==> src/verilog/lpd_pkg.sv <==
// Purpose: Constants for the legacy port decode and posting control block
// Assumes: 32-bit AXI4-Lite register access, one word per register
// Notes:   Register byte address is four times the register index

package lpd_pkg;

	localparam int          ADDR_W        = 12;
	localparam int          NUM_PORTS     = 7;
	localparam int          NUM_IFC       = 2;

	// Register indexes
	localparam logic [7:0]  IDX_CHIP_CTL  = 8'h40;
	localparam logic [7:0]  IDX_PORT_EN   = 8'h58;
	localparam logic [7:0]  IDX_BUF_CTL   = 8'h59;
	localparam logic [7:0]  IDX_PORT_MAP  = 8'h5a;
	localparam logic [7:0]  IDX_STATUS    = 8'h5e;

	// Reset values and writable bit masks
	localparam logic [7:0]  RST_PORT_EN   = 8'h00;
	localparam logic [7:0]  RST_BUF_CTL   = 8'h07;
	localparam logic [7:0]  RST_PORT_MAP  = 8'h00;
	localparam logic [7:0]  RST_CHIP_CTL  = 8'h00;
	localparam logic [7:0]  MASK_PORT_EN  = 8'h7f;
	localparam logic [7:0]  MASK_BUF_CTL  = 8'h17;
	localparam logic [7:0]  MASK_PORT_MAP = 8'h7f;
	localparam logic [7:0]  MASK_CHIP_CTL = 8'h10;

	// Field positions
	localparam int          BC_UP_MULTI   = 4;
	localparam int          BC_DN_BURST   = 2;
	localparam int          BC_POST_PRI   = 1;
	localparam int          BC_POST_SEC   = 0;
	localparam int          CC_UP_BLOCK   = 4;

	// Bus commands taken part in legacy decode
	localparam logic [3:0]  CMD_IO_RD     = 4'h2;
	localparam logic [3:0]  CMD_IO_WR     = 4'h3;

	localparam logic [1:0]  RESP_OKAY     = 2'h0;
	localparam logic [1:0]  RESP_SLVERR   = 2'h2;

	// Legacy ranges, index = enable bit; serial ports, then parallel ports
	localparam logic [15:0] PORT_LO  [NUM_PORTS] = '{16'h03f8, 16'h02f8,
		16'h03e8, 16'h02e8, 16'h03bc, 16'h0378, 16'h0278};
	localparam logic [15:0] PORT_HI  [NUM_PORTS] = '{16'h03ff, 16'h02ff,
		16'h03ef, 16'h02ef, 16'h03bf, 16'h037f, 16'h027f};
	localparam logic [15:0] PORT2_LO [NUM_PORTS] = '{16'h0000, 16'h0000,
		16'h0000, 16'h0000, 16'h07bc, 16'h0778, 16'h0678};
	localparam logic [15:0] PORT2_HI [NUM_PORTS] = '{16'h0000, 16'h0000,
		16'h0000, 16'h0000, 16'h07bf, 16'h077b, 16'h067b};
	localparam logic [NUM_PORTS-1:0] PORT_HAS2 = 7'h70;

	typedef enum logic [2:0]
	{
		PST_DRAIN = 3'b001,
		PST_TAKE  = 3'b010,
		PST_WAIT  = 3'b100
	} lpd_post_e;

	function automatic logic [ADDR_W-1:0] lpd_byte_addr(logic [7:0] idx);
		return {2'h0, idx, 2'h0};
	endfunction

endpackage

==> src/verilog/lpd_ctrl.sv <==
// Purpose: Legacy port positive decode and write posting / burst control
// Assumes: Primary address phase presented as a one-cycle valid strobe
// Notes:   Registers over AXI4-Lite; posting handled per interface
//
// Chosen here: register access over AXI4-Lite.

`timescale 1ns/10ps

// Notes on behaviour
// - Enable byte resets zero, top bit reserved
// - Third parallel port ranges decoded when enabled
// - Second parallel port ranges decoded when enabled
// - First parallel port ranges decoded when enabled
// - Fourth serial port range decoded when enabled
// - Third serial port range decoded when enabled
// - Second serial port range decoded when enabled
// - First serial port range decoded when enabled
// - Forwarding also needs matching map bit
// - Cleared map bit leaves range unclaimed
// - Buffer byte resets 07h, top three reserved
// - Buffer bit 3 reserved, reads zero
// - Bit 4 selects multi-line upstream read bursts
// - Bit 2 enables downstream prefetchable bursting
// - Bit 1 enables primary side write posting
// - Primary posting off drains buffers first
// - Bit 0 same for secondary side posting
// - Unposted: one word per target acceptance
// - Enable byte at 58h, buffer at 59h
module lpd_ctrl
(
	// Clock and reset
	input  wire logic                       i_clk_sys,
	input  wire logic                       i_nrst,
	// AXI4-Lite slave
	input  wire logic [lpd_pkg::ADDR_W-1:0] i_s_axi_awaddr,
	input  wire logic                       i_s_axi_awvalid,
	output logic                            o_s_axi_awready,
	input  wire logic [31:0]                i_s_axi_wdata,
	input  wire logic [3:0]                 i_s_axi_wstrb,
	input  wire logic                       i_s_axi_wvalid,
	output logic                            o_s_axi_wready,
	output logic [1:0]                      o_s_axi_bresp,
	output logic                            o_s_axi_bvalid,
	input  wire logic                       i_s_axi_bready,
	input  wire logic [lpd_pkg::ADDR_W-1:0] i_s_axi_araddr,
	input  wire logic                       i_s_axi_arvalid,
	output logic                            o_s_axi_arready,
	output logic [31:0]                     o_s_axi_rdata,
	output logic [1:0]                      o_s_axi_rresp,
	output logic                            o_s_axi_rvalid,
	input  wire logic                       i_s_axi_rready,
	// Primary bus address phase
	input  wire logic                       i_pri_addr_vld,
	input  wire logic [3:0]                 i_pri_cmd,
	input  wire logic [31:0]                i_pri_addr,
	input  wire logic                       i_io_window_hit,
	output logic                            o_pri_claim,
	output logic                            o_fwd_secondary,
	output logic [lpd_pkg::NUM_PORTS-1:0]   o_port_hit,
	// Burst control
	output logic                            o_up_burst_multi,
	output logic                            o_dn_burst_en,
	// Write posting, index 0 secondary side, index 1 primary side
	input  wire logic [lpd_pkg::NUM_IFC-1:0] i_buf_empty,
	input  wire logic [lpd_pkg::NUM_IFC-1:0] i_src_valid,
	input  wire logic [lpd_pkg::NUM_IFC-1:0] i_src_last,
	input  wire logic [lpd_pkg::NUM_IFC-1:0] i_tgt_accept,
	output logic [lpd_pkg::NUM_IFC-1:0]      o_post_en,
	output logic [lpd_pkg::NUM_IFC-1:0]      o_src_take,
	output logic [lpd_pkg::NUM_IFC-1:0]      o_master_release,
	output logic [lpd_pkg::NUM_IFC-1:0]      o_draining
);
	import lpd_pkg::*;

	logic [7:0]            port_en;
	logic [7:0]            buf_ctl;
	logic [7:0]            port_map;
	logic [7:0]            chip_ctl;
	logic [NUM_PORTS-1:0]  last_hit;

	logic                  aw_hold;
	logic                  w_hold;
	logic [ADDR_W-1:0]     aw_addr;
	logic [31:0]           w_data;
	logic [3:0]            w_strb;
	logic                  do_write;
	logic                  wr_hit;
	logic [31:0]           rd_word;
	logic                  rd_hit;

	logic [NUM_PORTS-1:0]  range_match;
	logic [NUM_PORTS-1:0]  next_hit;
	logic                  io_cmd;

	// Write channel: address and data taken in either order
	assign o_s_axi_awready = ~aw_hold & ~o_s_axi_bvalid;
	assign o_s_axi_wready  = ~w_hold & ~o_s_axi_bvalid;
	assign do_write        = aw_hold & w_hold & ~o_s_axi_bvalid;
	assign wr_hit = (aw_addr == lpd_byte_addr(IDX_PORT_EN)) ||
		(aw_addr == lpd_byte_addr(IDX_BUF_CTL)) ||
		(aw_addr == lpd_byte_addr(IDX_PORT_MAP)) ||
		(aw_addr == lpd_byte_addr(IDX_CHIP_CTL)) ||
		(aw_addr == lpd_byte_addr(IDX_STATUS));

	always_ff @(posedge i_clk_sys or negedge i_nrst)
	begin
		if (!i_nrst)
		begin
			aw_hold <= 1'b0;
			aw_addr <= '0;
		end
		else if (i_s_axi_awvalid && o_s_axi_awready)
		begin
			aw_hold <= 1'b1;
			aw_addr <= i_s_axi_awaddr;
		end
		else if (do_write)
			aw_hold <= 1'b0;
	end

	always_ff @(posedge i_clk_sys or negedge i_nrst)
	begin
		if (!i_nrst)
		begin
			w_hold <= 1'b0;
			w_data <= '0;
			w_strb <= '0;
		end
		else if (i_s_axi_wvalid && o_s_axi_wready)
		begin
			w_hold <= 1'b1;
			w_data <= i_s_axi_wdata;
			w_strb <= i_s_axi_wstrb;
		end
		else if (do_write)
			w_hold <= 1'b0;
	end

	always_ff @(posedge i_clk_sys or negedge i_nrst)
	begin
		if (!i_nrst)
		begin
			o_s_axi_bvalid <= 1'b0;
			o_s_axi_bresp  <= RESP_OKAY;
		end
		else if (do_write)
		begin
			o_s_axi_bvalid <= 1'b1;
			o_s_axi_bresp  <= wr_hit ? RESP_OKAY : RESP_SLVERR;
		end
		else if (i_s_axi_bready)
			o_s_axi_bvalid <= 1'b0;
	end

	// Configuration registers; reserved bits are masked off on write
	always_ff @(posedge i_clk_sys or negedge i_nrst)
	begin
		if (!i_nrst)
		begin
			port_en  <= RST_PORT_EN;
			buf_ctl  <= RST_BUF_CTL;
			port_map <= RST_PORT_MAP;
			chip_ctl <= RST_CHIP_CTL;
		end
		else if (do_write && w_strb[0])
		begin
			if (aw_addr == lpd_byte_addr(IDX_PORT_EN))
				port_en <= w_data[7:0] & MASK_PORT_EN;
			if (aw_addr == lpd_byte_addr(IDX_BUF_CTL))
				buf_ctl <= w_data[7:0] & MASK_BUF_CTL;
			if (aw_addr == lpd_byte_addr(IDX_PORT_MAP))
				port_map <= w_data[7:0] & MASK_PORT_MAP;
			if (aw_addr == lpd_byte_addr(IDX_CHIP_CTL))
				chip_ctl <= w_data[7:0] & MASK_CHIP_CTL;
		end
	end

	// Read channel
	always_comb
	begin
		rd_word = '0;
		rd_hit  = 1'b1;
		case (i_s_axi_araddr)
			lpd_byte_addr(IDX_PORT_EN):  rd_word = {24'h0, port_en};
			lpd_byte_addr(IDX_BUF_CTL):  rd_word = {24'h0, buf_ctl};
			lpd_byte_addr(IDX_PORT_MAP): rd_word = {24'h0, port_map};
			lpd_byte_addr(IDX_CHIP_CTL): rd_word = {24'h0, chip_ctl};
			lpd_byte_addr(IDX_STATUS):
				rd_word = {23'h0, o_draining, last_hit};
			default: rd_hit = 1'b0;
		endcase
	end

	assign o_s_axi_arready = ~o_s_axi_rvalid;

	always_ff @(posedge i_clk_sys or negedge i_nrst)
	begin
		if (!i_nrst)
		begin
			o_s_axi_rvalid <= 1'b0;
			o_s_axi_rdata  <= '0;
			o_s_axi_rresp  <= RESP_OKAY;
		end
		else if (i_s_axi_arvalid && o_s_axi_arready)
		begin
			o_s_axi_rvalid <= 1'b1;
			o_s_axi_rdata  <= rd_word;
			o_s_axi_rresp  <= rd_hit ? RESP_OKAY : RESP_SLVERR;
		end
		else if (i_s_axi_rready)
			o_s_axi_rvalid <= 1'b0;
	end

	// Legacy range matching on the primary address phase
	assign io_cmd = (i_pri_cmd == CMD_IO_RD) || (i_pri_cmd == CMD_IO_WR);

	genvar p;
	generate
		for (p = 0; p < NUM_PORTS; p++)
		begin : g_range
			assign range_match[p] = (i_pri_addr[31:16] == 16'h0) &&
				(((i_pri_addr[15:0] >= PORT_LO[p]) &&
				(i_pri_addr[15:0] <= PORT_HI[p])) ||
				(PORT_HAS2[p] && (i_pri_addr[15:0] >= PORT2_LO[p]) &&
				(i_pri_addr[15:0] <= PORT2_HI[p])));
		end
	endgenerate

	// Enabled range hits, I/O commands only
	assign next_hit = range_match & port_en[NUM_PORTS-1:0] &
		{NUM_PORTS{io_cmd}};

	always_ff @(posedge i_clk_sys or negedge i_nrst)
	begin
		if (!i_nrst)
		begin
			o_port_hit      <= '0;
			o_fwd_secondary <= 1'b0;
			o_pri_claim     <= 1'b0;
			last_hit        <= '0;
		end
		else
		begin
			o_port_hit      <= i_pri_addr_vld ? next_hit : '0;
			// Forwarding needs both enable and map bits
			o_fwd_secondary <= i_pri_addr_vld &&
				|(next_hit & port_map[NUM_PORTS-1:0]);
			// Excluded legacy range overrides an I/O window
			o_pri_claim <= i_pri_addr_vld &&
				(|(next_hit & port_map[NUM_PORTS-1:0]) ||
				(i_io_window_hit &&
				~|(next_hit & ~port_map[NUM_PORTS-1:0])));
			if (i_pri_addr_vld)
				last_hit <= next_hit;
		end
	end

	// Burst control
	assign o_up_burst_multi = buf_ctl[BC_UP_MULTI] &
		~chip_ctl[CC_UP_BLOCK];
	assign o_dn_burst_en = buf_ctl[BC_DN_BURST];

	// Write posting control per interface
	genvar k;
	generate
		for (k = 0; k < NUM_IFC; k++)
		begin : g_post
			lpd_post_e st;
			logic      post;
			logic      last_q;

			// Bit k of the buffer byte governs interface k
			assign post = buf_ctl[k];
			assign o_post_en[k] = post;
			assign o_src_take[k] = i_src_valid[k] &&
				(post || (st == PST_TAKE));
			assign o_master_release[k] = post ?
				(o_src_take[k] && i_src_last[k]) :
				((st == PST_WAIT) && i_tgt_accept[k] && last_q);
			assign o_draining[k] = ~post && (st == PST_DRAIN) &&
				~i_buf_empty[k];

			always_ff @(posedge i_clk_sys or negedge i_nrst)
			begin
				if (!i_nrst)
				begin
					st     <= PST_DRAIN;
					last_q <= 1'b0;
				end
				else if (post)
					st <= PST_DRAIN;
				else
				begin
					case (st)
						PST_DRAIN:
							if (i_buf_empty[k])
								st <= PST_TAKE;
						PST_TAKE:
							if (i_src_valid[k])
							begin
								st     <= PST_WAIT;
								last_q <= i_src_last[k];
							end
						PST_WAIT:
							if (i_tgt_accept[k])
								st <= last_q ? PST_DRAIN : PST_TAKE;
						default:
							st <= PST_DRAIN;
					endcase
				end
			end

			no_take_drain_a: assert property (@(posedge i_clk_sys)
				disable iff (!i_nrst)
				(!post && st == PST_DRAIN) |-> !o_src_take[k])
				else $error("word taken before buffers drained");

			one_word_wait_a: assert property (@(posedge i_clk_sys)
				disable iff (!i_nrst)
				(!post && o_src_take[k] && !buf_ctl[k]) ##1 !post
				|-> !o_src_take[k])
				else $error("next word taken before target accept");

			release_accept_a: assert property (@(posedge i_clk_sys)
				disable iff (!i_nrst)
				(!post && o_master_release[k]) |-> i_tgt_accept[k])
				else $error("master released before final accept");
		end
	endgenerate

	enable_reserved_a: assert property (@(posedge i_clk_sys)
		disable iff (!i_nrst)
		!port_en[7])
		else $error("reserved enable bit set");

	buffer_reserved_a: assert property (@(posedge i_clk_sys)
		disable iff (!i_nrst)
		buf_ctl[7:5] == 3'h0 && !buf_ctl[3])
		else $error("reserved buffer bits set");

	par3_second_a: assert property (@(posedge i_clk_sys)
		disable iff (!i_nrst)
		(i_pri_addr_vld && io_cmd && i_pri_addr == 32'h0000067b &&
		port_en[6] && port_map[6]) |=> o_fwd_secondary && o_pri_claim)
		else $error("third parallel port range not decoded");

	par2_range_a: assert property (@(posedge i_clk_sys)
		disable iff (!i_nrst)
		(i_pri_addr_vld && io_cmd && i_pri_addr == 32'h0000037f &&
		port_en[5]) |=> o_port_hit[5])
		else $error("second parallel port range not decoded");

	par1_range_a: assert property (@(posedge i_clk_sys)
		disable iff (!i_nrst)
		(i_pri_addr_vld && io_cmd && i_pri_addr == 32'h000007bc &&
		port_en[4]) |=> o_port_hit[4])
		else $error("first parallel port range not decoded");

	ser4_range_a: assert property (@(posedge i_clk_sys)
		disable iff (!i_nrst)
		(i_pri_addr_vld && io_cmd && i_pri_addr == 32'h000002e8 &&
		port_en[3]) |=> o_port_hit[3])
		else $error("fourth serial port range not decoded");

	ser3_range_a: assert property (@(posedge i_clk_sys)
		disable iff (!i_nrst)
		(i_pri_addr_vld && io_cmd && i_pri_addr == 32'h000003ef &&
		port_en[2]) |=> o_port_hit[2])
		else $error("third serial port range not decoded");

	ser2_range_a: assert property (@(posedge i_clk_sys)
		disable iff (!i_nrst)
		(i_pri_addr_vld && io_cmd && i_pri_addr == 32'h000002f8 &&
		port_en[1]) |=> o_port_hit[1])
		else $error("second serial port range not decoded");

	ser1_range_a: assert property (@(posedge i_clk_sys)
		disable iff (!i_nrst)
		(i_pri_addr_vld && io_cmd && i_pri_addr == 32'h000003ff &&
		port_en[0] && !port_map[0]) |=> !o_fwd_secondary)
		else $error("first serial port forwarded without map bit");

	map_excludes_a: assert property (@(posedge i_clk_sys)
		disable iff (!i_nrst)
		(i_pri_addr_vld && io_cmd && i_pri_addr == 32'h000003f8 &&
		port_en[0] && !port_map[0]) |=> !o_pri_claim)
		else $error("excluded legacy range claimed");

	io_only_a: assert property (@(posedge i_clk_sys)
		disable iff (!i_nrst)
		(i_pri_addr_vld && !io_cmd) |=> o_port_hit == '0)
		else $error("legacy match on non-I/O command");

	up_block_a: assert property (@(posedge i_clk_sys)
		disable iff (!i_nrst)
		chip_ctl[CC_UP_BLOCK] |-> !o_up_burst_multi)
		else $error("multi-line burst while blocked");

	dn_burst_wr_a: assert property (@(posedge i_clk_sys)
		disable iff (!i_nrst)
		(do_write && w_strb[0] &&
		aw_addr == lpd_byte_addr(IDX_BUF_CTL)) |=>
		o_dn_burst_en == $past(w_data[BC_DN_BURST]))
		else $error("downstream burst enable not written");

endmodule // lpd_ctrl

==> config.mk <==
export PLATFORM = sky130hd
export DESIGN_NAME = lpd_ctrl
export DESIGN_NICKNAME = d
export VERILOG_FILES = /design/src/verilog/lpd_pkg.sv /design/src/verilog/lpd_ctrl.sv
export SDC_FILE = /design/constraint.sdc
export NUM_CORES = 1
export LEC_CHECK = 0
export BUFFER_PORTS_ARGS = -buffer_cell sky130_fd_sc_hd__buf_2
export CORE_MARGIN = 4
export CORE_UTILIZATION = 40
export DETAILED_ROUTE_END_ITERATION = 8
export GPL_TIMING_DRIVEN = 0
export PLACE_DENSITY = 0.79
export SYNTH_ARGS = -nofsm -noshare
export SYNTH_HDL_FRONTEND = slang
export SYNTH_SLANG_ARGS = --single-unit
==> constraint.sdc <==
create_clock -name i_clk_sys -period 3.8 [get_ports i_clk_sys]
set_input_delay 0.76 -clock i_clk_sys [delete_from_list [all_inputs] [get_ports i_clk_sys]]
set_output_delay 0.76 -clock i_clk_sys [all_outputs]
set_load 0.01 [all_outputs]
==> results.yml <==
final_layout:
  final_cell_mix: "114 x buf_2, 73 x dfrtp_1, 44 x mux2_2"
  final_common_cell: "buf_2"
  fillers: 919
  area_growth_pct: 27.61
  diodes: 0
  layout-drive-gt1-share_pct: 39.01
  final_nets: 655
worst_setup_path:
  path_cells: "buf_2, nor3_1, nand2_1, a2111oi_1, a221o_1, a221oi_1, a211o_1"
  cp-end-kind: "flop"
  crit_start: "i_pri_addr[12]"
  slowest_stage: "a2111oi_1"
  crit_required_ps: 4020
  crit_fanout: 4
  r2r_start: "aw_addr[9]"
  critPathBufInv: 1
  critical_path_class: "input port to flop"
  cpPeakStageDelay_ps: 1040
  crit_arrival_ps: 3020
  crit_path_start_kind: "input port"
  crit_family: "compound AO/OA/AOI/OAI gates"
grt:
  grt_overflow: 0
  grt_antenna_before_repair: 0
  grt_use_total_pct: 16.60
  grt_pass1_vias: 3176
  grt_max_degree: 60
  grt_pass1_wl_mm: 15.21
placement:
  hpwl_mm: 7.724
  pre_cts_slack_ps: 738.4
  gp_congestion: 0.8920
  portBuffers: 115
die:
  row_count: 36
  start_util_pct: 40.84
  die_x_um: 107.7
  coreArea_um2: 9729
  io_pins: 173
  fp.dieH_um: 107.7
  fp.dieArea_um2: 11590
yosys:
  synth_cells: 391
  syn_area_um2: 3974
  synthFlopType: "dfrtp_1"
  synth-seq-area-share_pct: 49.28
  synthArstFlopShare_pct: 100.0
  syn_area_per_cell_um2: 10.16
  ys_ff_latch: 78
  yosysUniqueCellTypes: 48
  synth-edff-count: 0
  yosys_warnings: 0
sta:
  fmax_mhz: 357.9
  rsz0062_at_grt: "false"
  worst_slack_ps: 1006
  hold_viol: 0
  fin_crit_sh_pct: 73.54
  tightest_slew_ps: 1165
  skew_ps: 8.361
  slew_headroom_pct: 22.16
  final_max_slew_viol_count: 0
  finalSetupTns_ps: 0
  period_needed_ps: 2794
  finalSetupViolCount: 0
flow_run:
  maxCapViolations: 0
clocking:
  h-tree-depth: 3
  cts_root_buf: "clkbuf_8"
  post-cts-setup-buffers: 0
  cts_buffers: 9
  cts_tree: "yes"
  clk_latency_ps: 340
  clock-sinks: 78
  cts_resized: 0
  cts_hold_buf: 0
  clkSlewWorstSetupHoldPaths_ps: 80
  clockBufferDepth: 2
detailed_routing:
  final_antenna_net_count: 0
  drt-wirelength-per-cell_um: 14.24
  drt-total-wl_mm: 9.671
  drtPass1Iterations: 4
  drt_iter0_drc: 112
  vias: 3387
  remaining_drc_errors: 0
  viasPerCell: 4.988
power_and_ir_drop:
  ir_worst_vdd_v: 0.0003257
  power.density_nw_per_um2: 477.4
  power_leakage_uw: 0.002448
min_path:
  hold_class: "input port to async pin"
run_status:
  outcome: "finished clean"
[cells in the mapped netlist, drive strengths merged, types with 4 or more instances]
cell type | count | share of area [%]
dfrtp | 73 | 46
mux2 | 44 | 12
nand2 | 33 | 3.1
nor2 | 30 | 3.0
buf | 27 | 5.1
o21ai | 23 | 2.9
inv | 19 | 1.8
nand3 | 17 | 2.1
a21oi | 15 | 1.9
nor3 | 15 | 2.2
clkbuf | 9 | 0.85
nor4 | 9 | 1.8
nand4 | 6 | 0.94
nor2b | 6 | 0.94
dfstp | 5 | 3.3
a31oi | 4 | 0.63
and2 | 4 | 0.63
and3 | 4 | 0.63
or3 | 4 | 0.63
[registers in the layout (all words and copies together), names as in the netlist, 2 cells and up]
name and flops:
last_hit 7, g_post.st 6, port_en 7, g_post.last_q 2
o_port_hit 7, o_s_axi_rdata 9, buf_ctl 4, w_data 7
aw_addr 12, port_map 7
[layer usage]
layer,GRT usage (%),share of wire [%],up-vias
met4,5.320,1.1,0
met2,26.11,47,116
met1,23.02,45,1616
li1,-,-,1644
met5,0,0,-
met3,3.419,7.5,11
[worst register-to-register path: cells and delay by family (launching register included)]
kind	cells	cell delay, ps
and+or+nand+nor	5	1480
DFF	1	380
muxes	1	380
[worst paths after layout]
check,cells past startpoint,end,slack (ps)
worst max-delay path,7,o_pri_claim,1010
worst min-delay path,1,o_s_axi_rvalid,290
worst max register to register,6,port_en[6],1440
worst min register to register,2,o_s_axi_rdata[6],490
max in group asynchronous,2,buf_ctl[2],2890
min in group i_clk_sys,2,o_s_axi_rdata[6],490
[cell type report]
type / count / area (um2) / share of cell area (%)
Tap cell: 133 / 166.4 / 3.282
Buffer: 36 / 236.5 / 4.663
Inverter: 19 / 71.32 / 1.406
Timing Repair Buffer: 116 / 605.6 / 11.94
Clock buffer: 9 / 123.9 / 2.443
Multi-Input combinational cell: 282 / 1798 / 35.46
Clock inverter: 6 / 111.4 / 2.196
Sequential cell: 78 / 1958 / 38.61
[stage by stage]
step / utilization, % / std cells / power (uW) / cell area (um2) / hold WS, ps
after floorplan: - / 415 / 1515 / 4064 / 449.6
after global placement: 49.40 / 663 / 1680 / 4806 / 460.0
after detailed placement: 49.70 / 664 / 1714 / 4836 / 471.6
after CTS: 52.12 / 679 / 2452 / 5071 / 275.2
after global routing: 52.12 / 679 / 2575 / 5071 / 286.0
final: 52.12 / 679 / 2421 / 5071 / 288.4
[logic make-up (layout without fill, tap and decap cells)]
logic type,Yosys count,in the layout,share of synthesized area [%]
AOI/OAI and AO/OA,63,63,9.760
buffers and inverters,55,186,7.745
DFF,78,78,49.28
muxes,47,47,13.22
other,1,25,0.09437
and+or+nand+nor,147,147,19.90
[power by group]
part	leakage, uW	internal [uW]	total, uW	switching, uW
clock	0.000115	433	731	298
sequential	0.00100	1000	1160	157
combinational	0.00133	284	530	246
total	0.00245	1720	2420	702
Power figures use the tool's default switching activity.
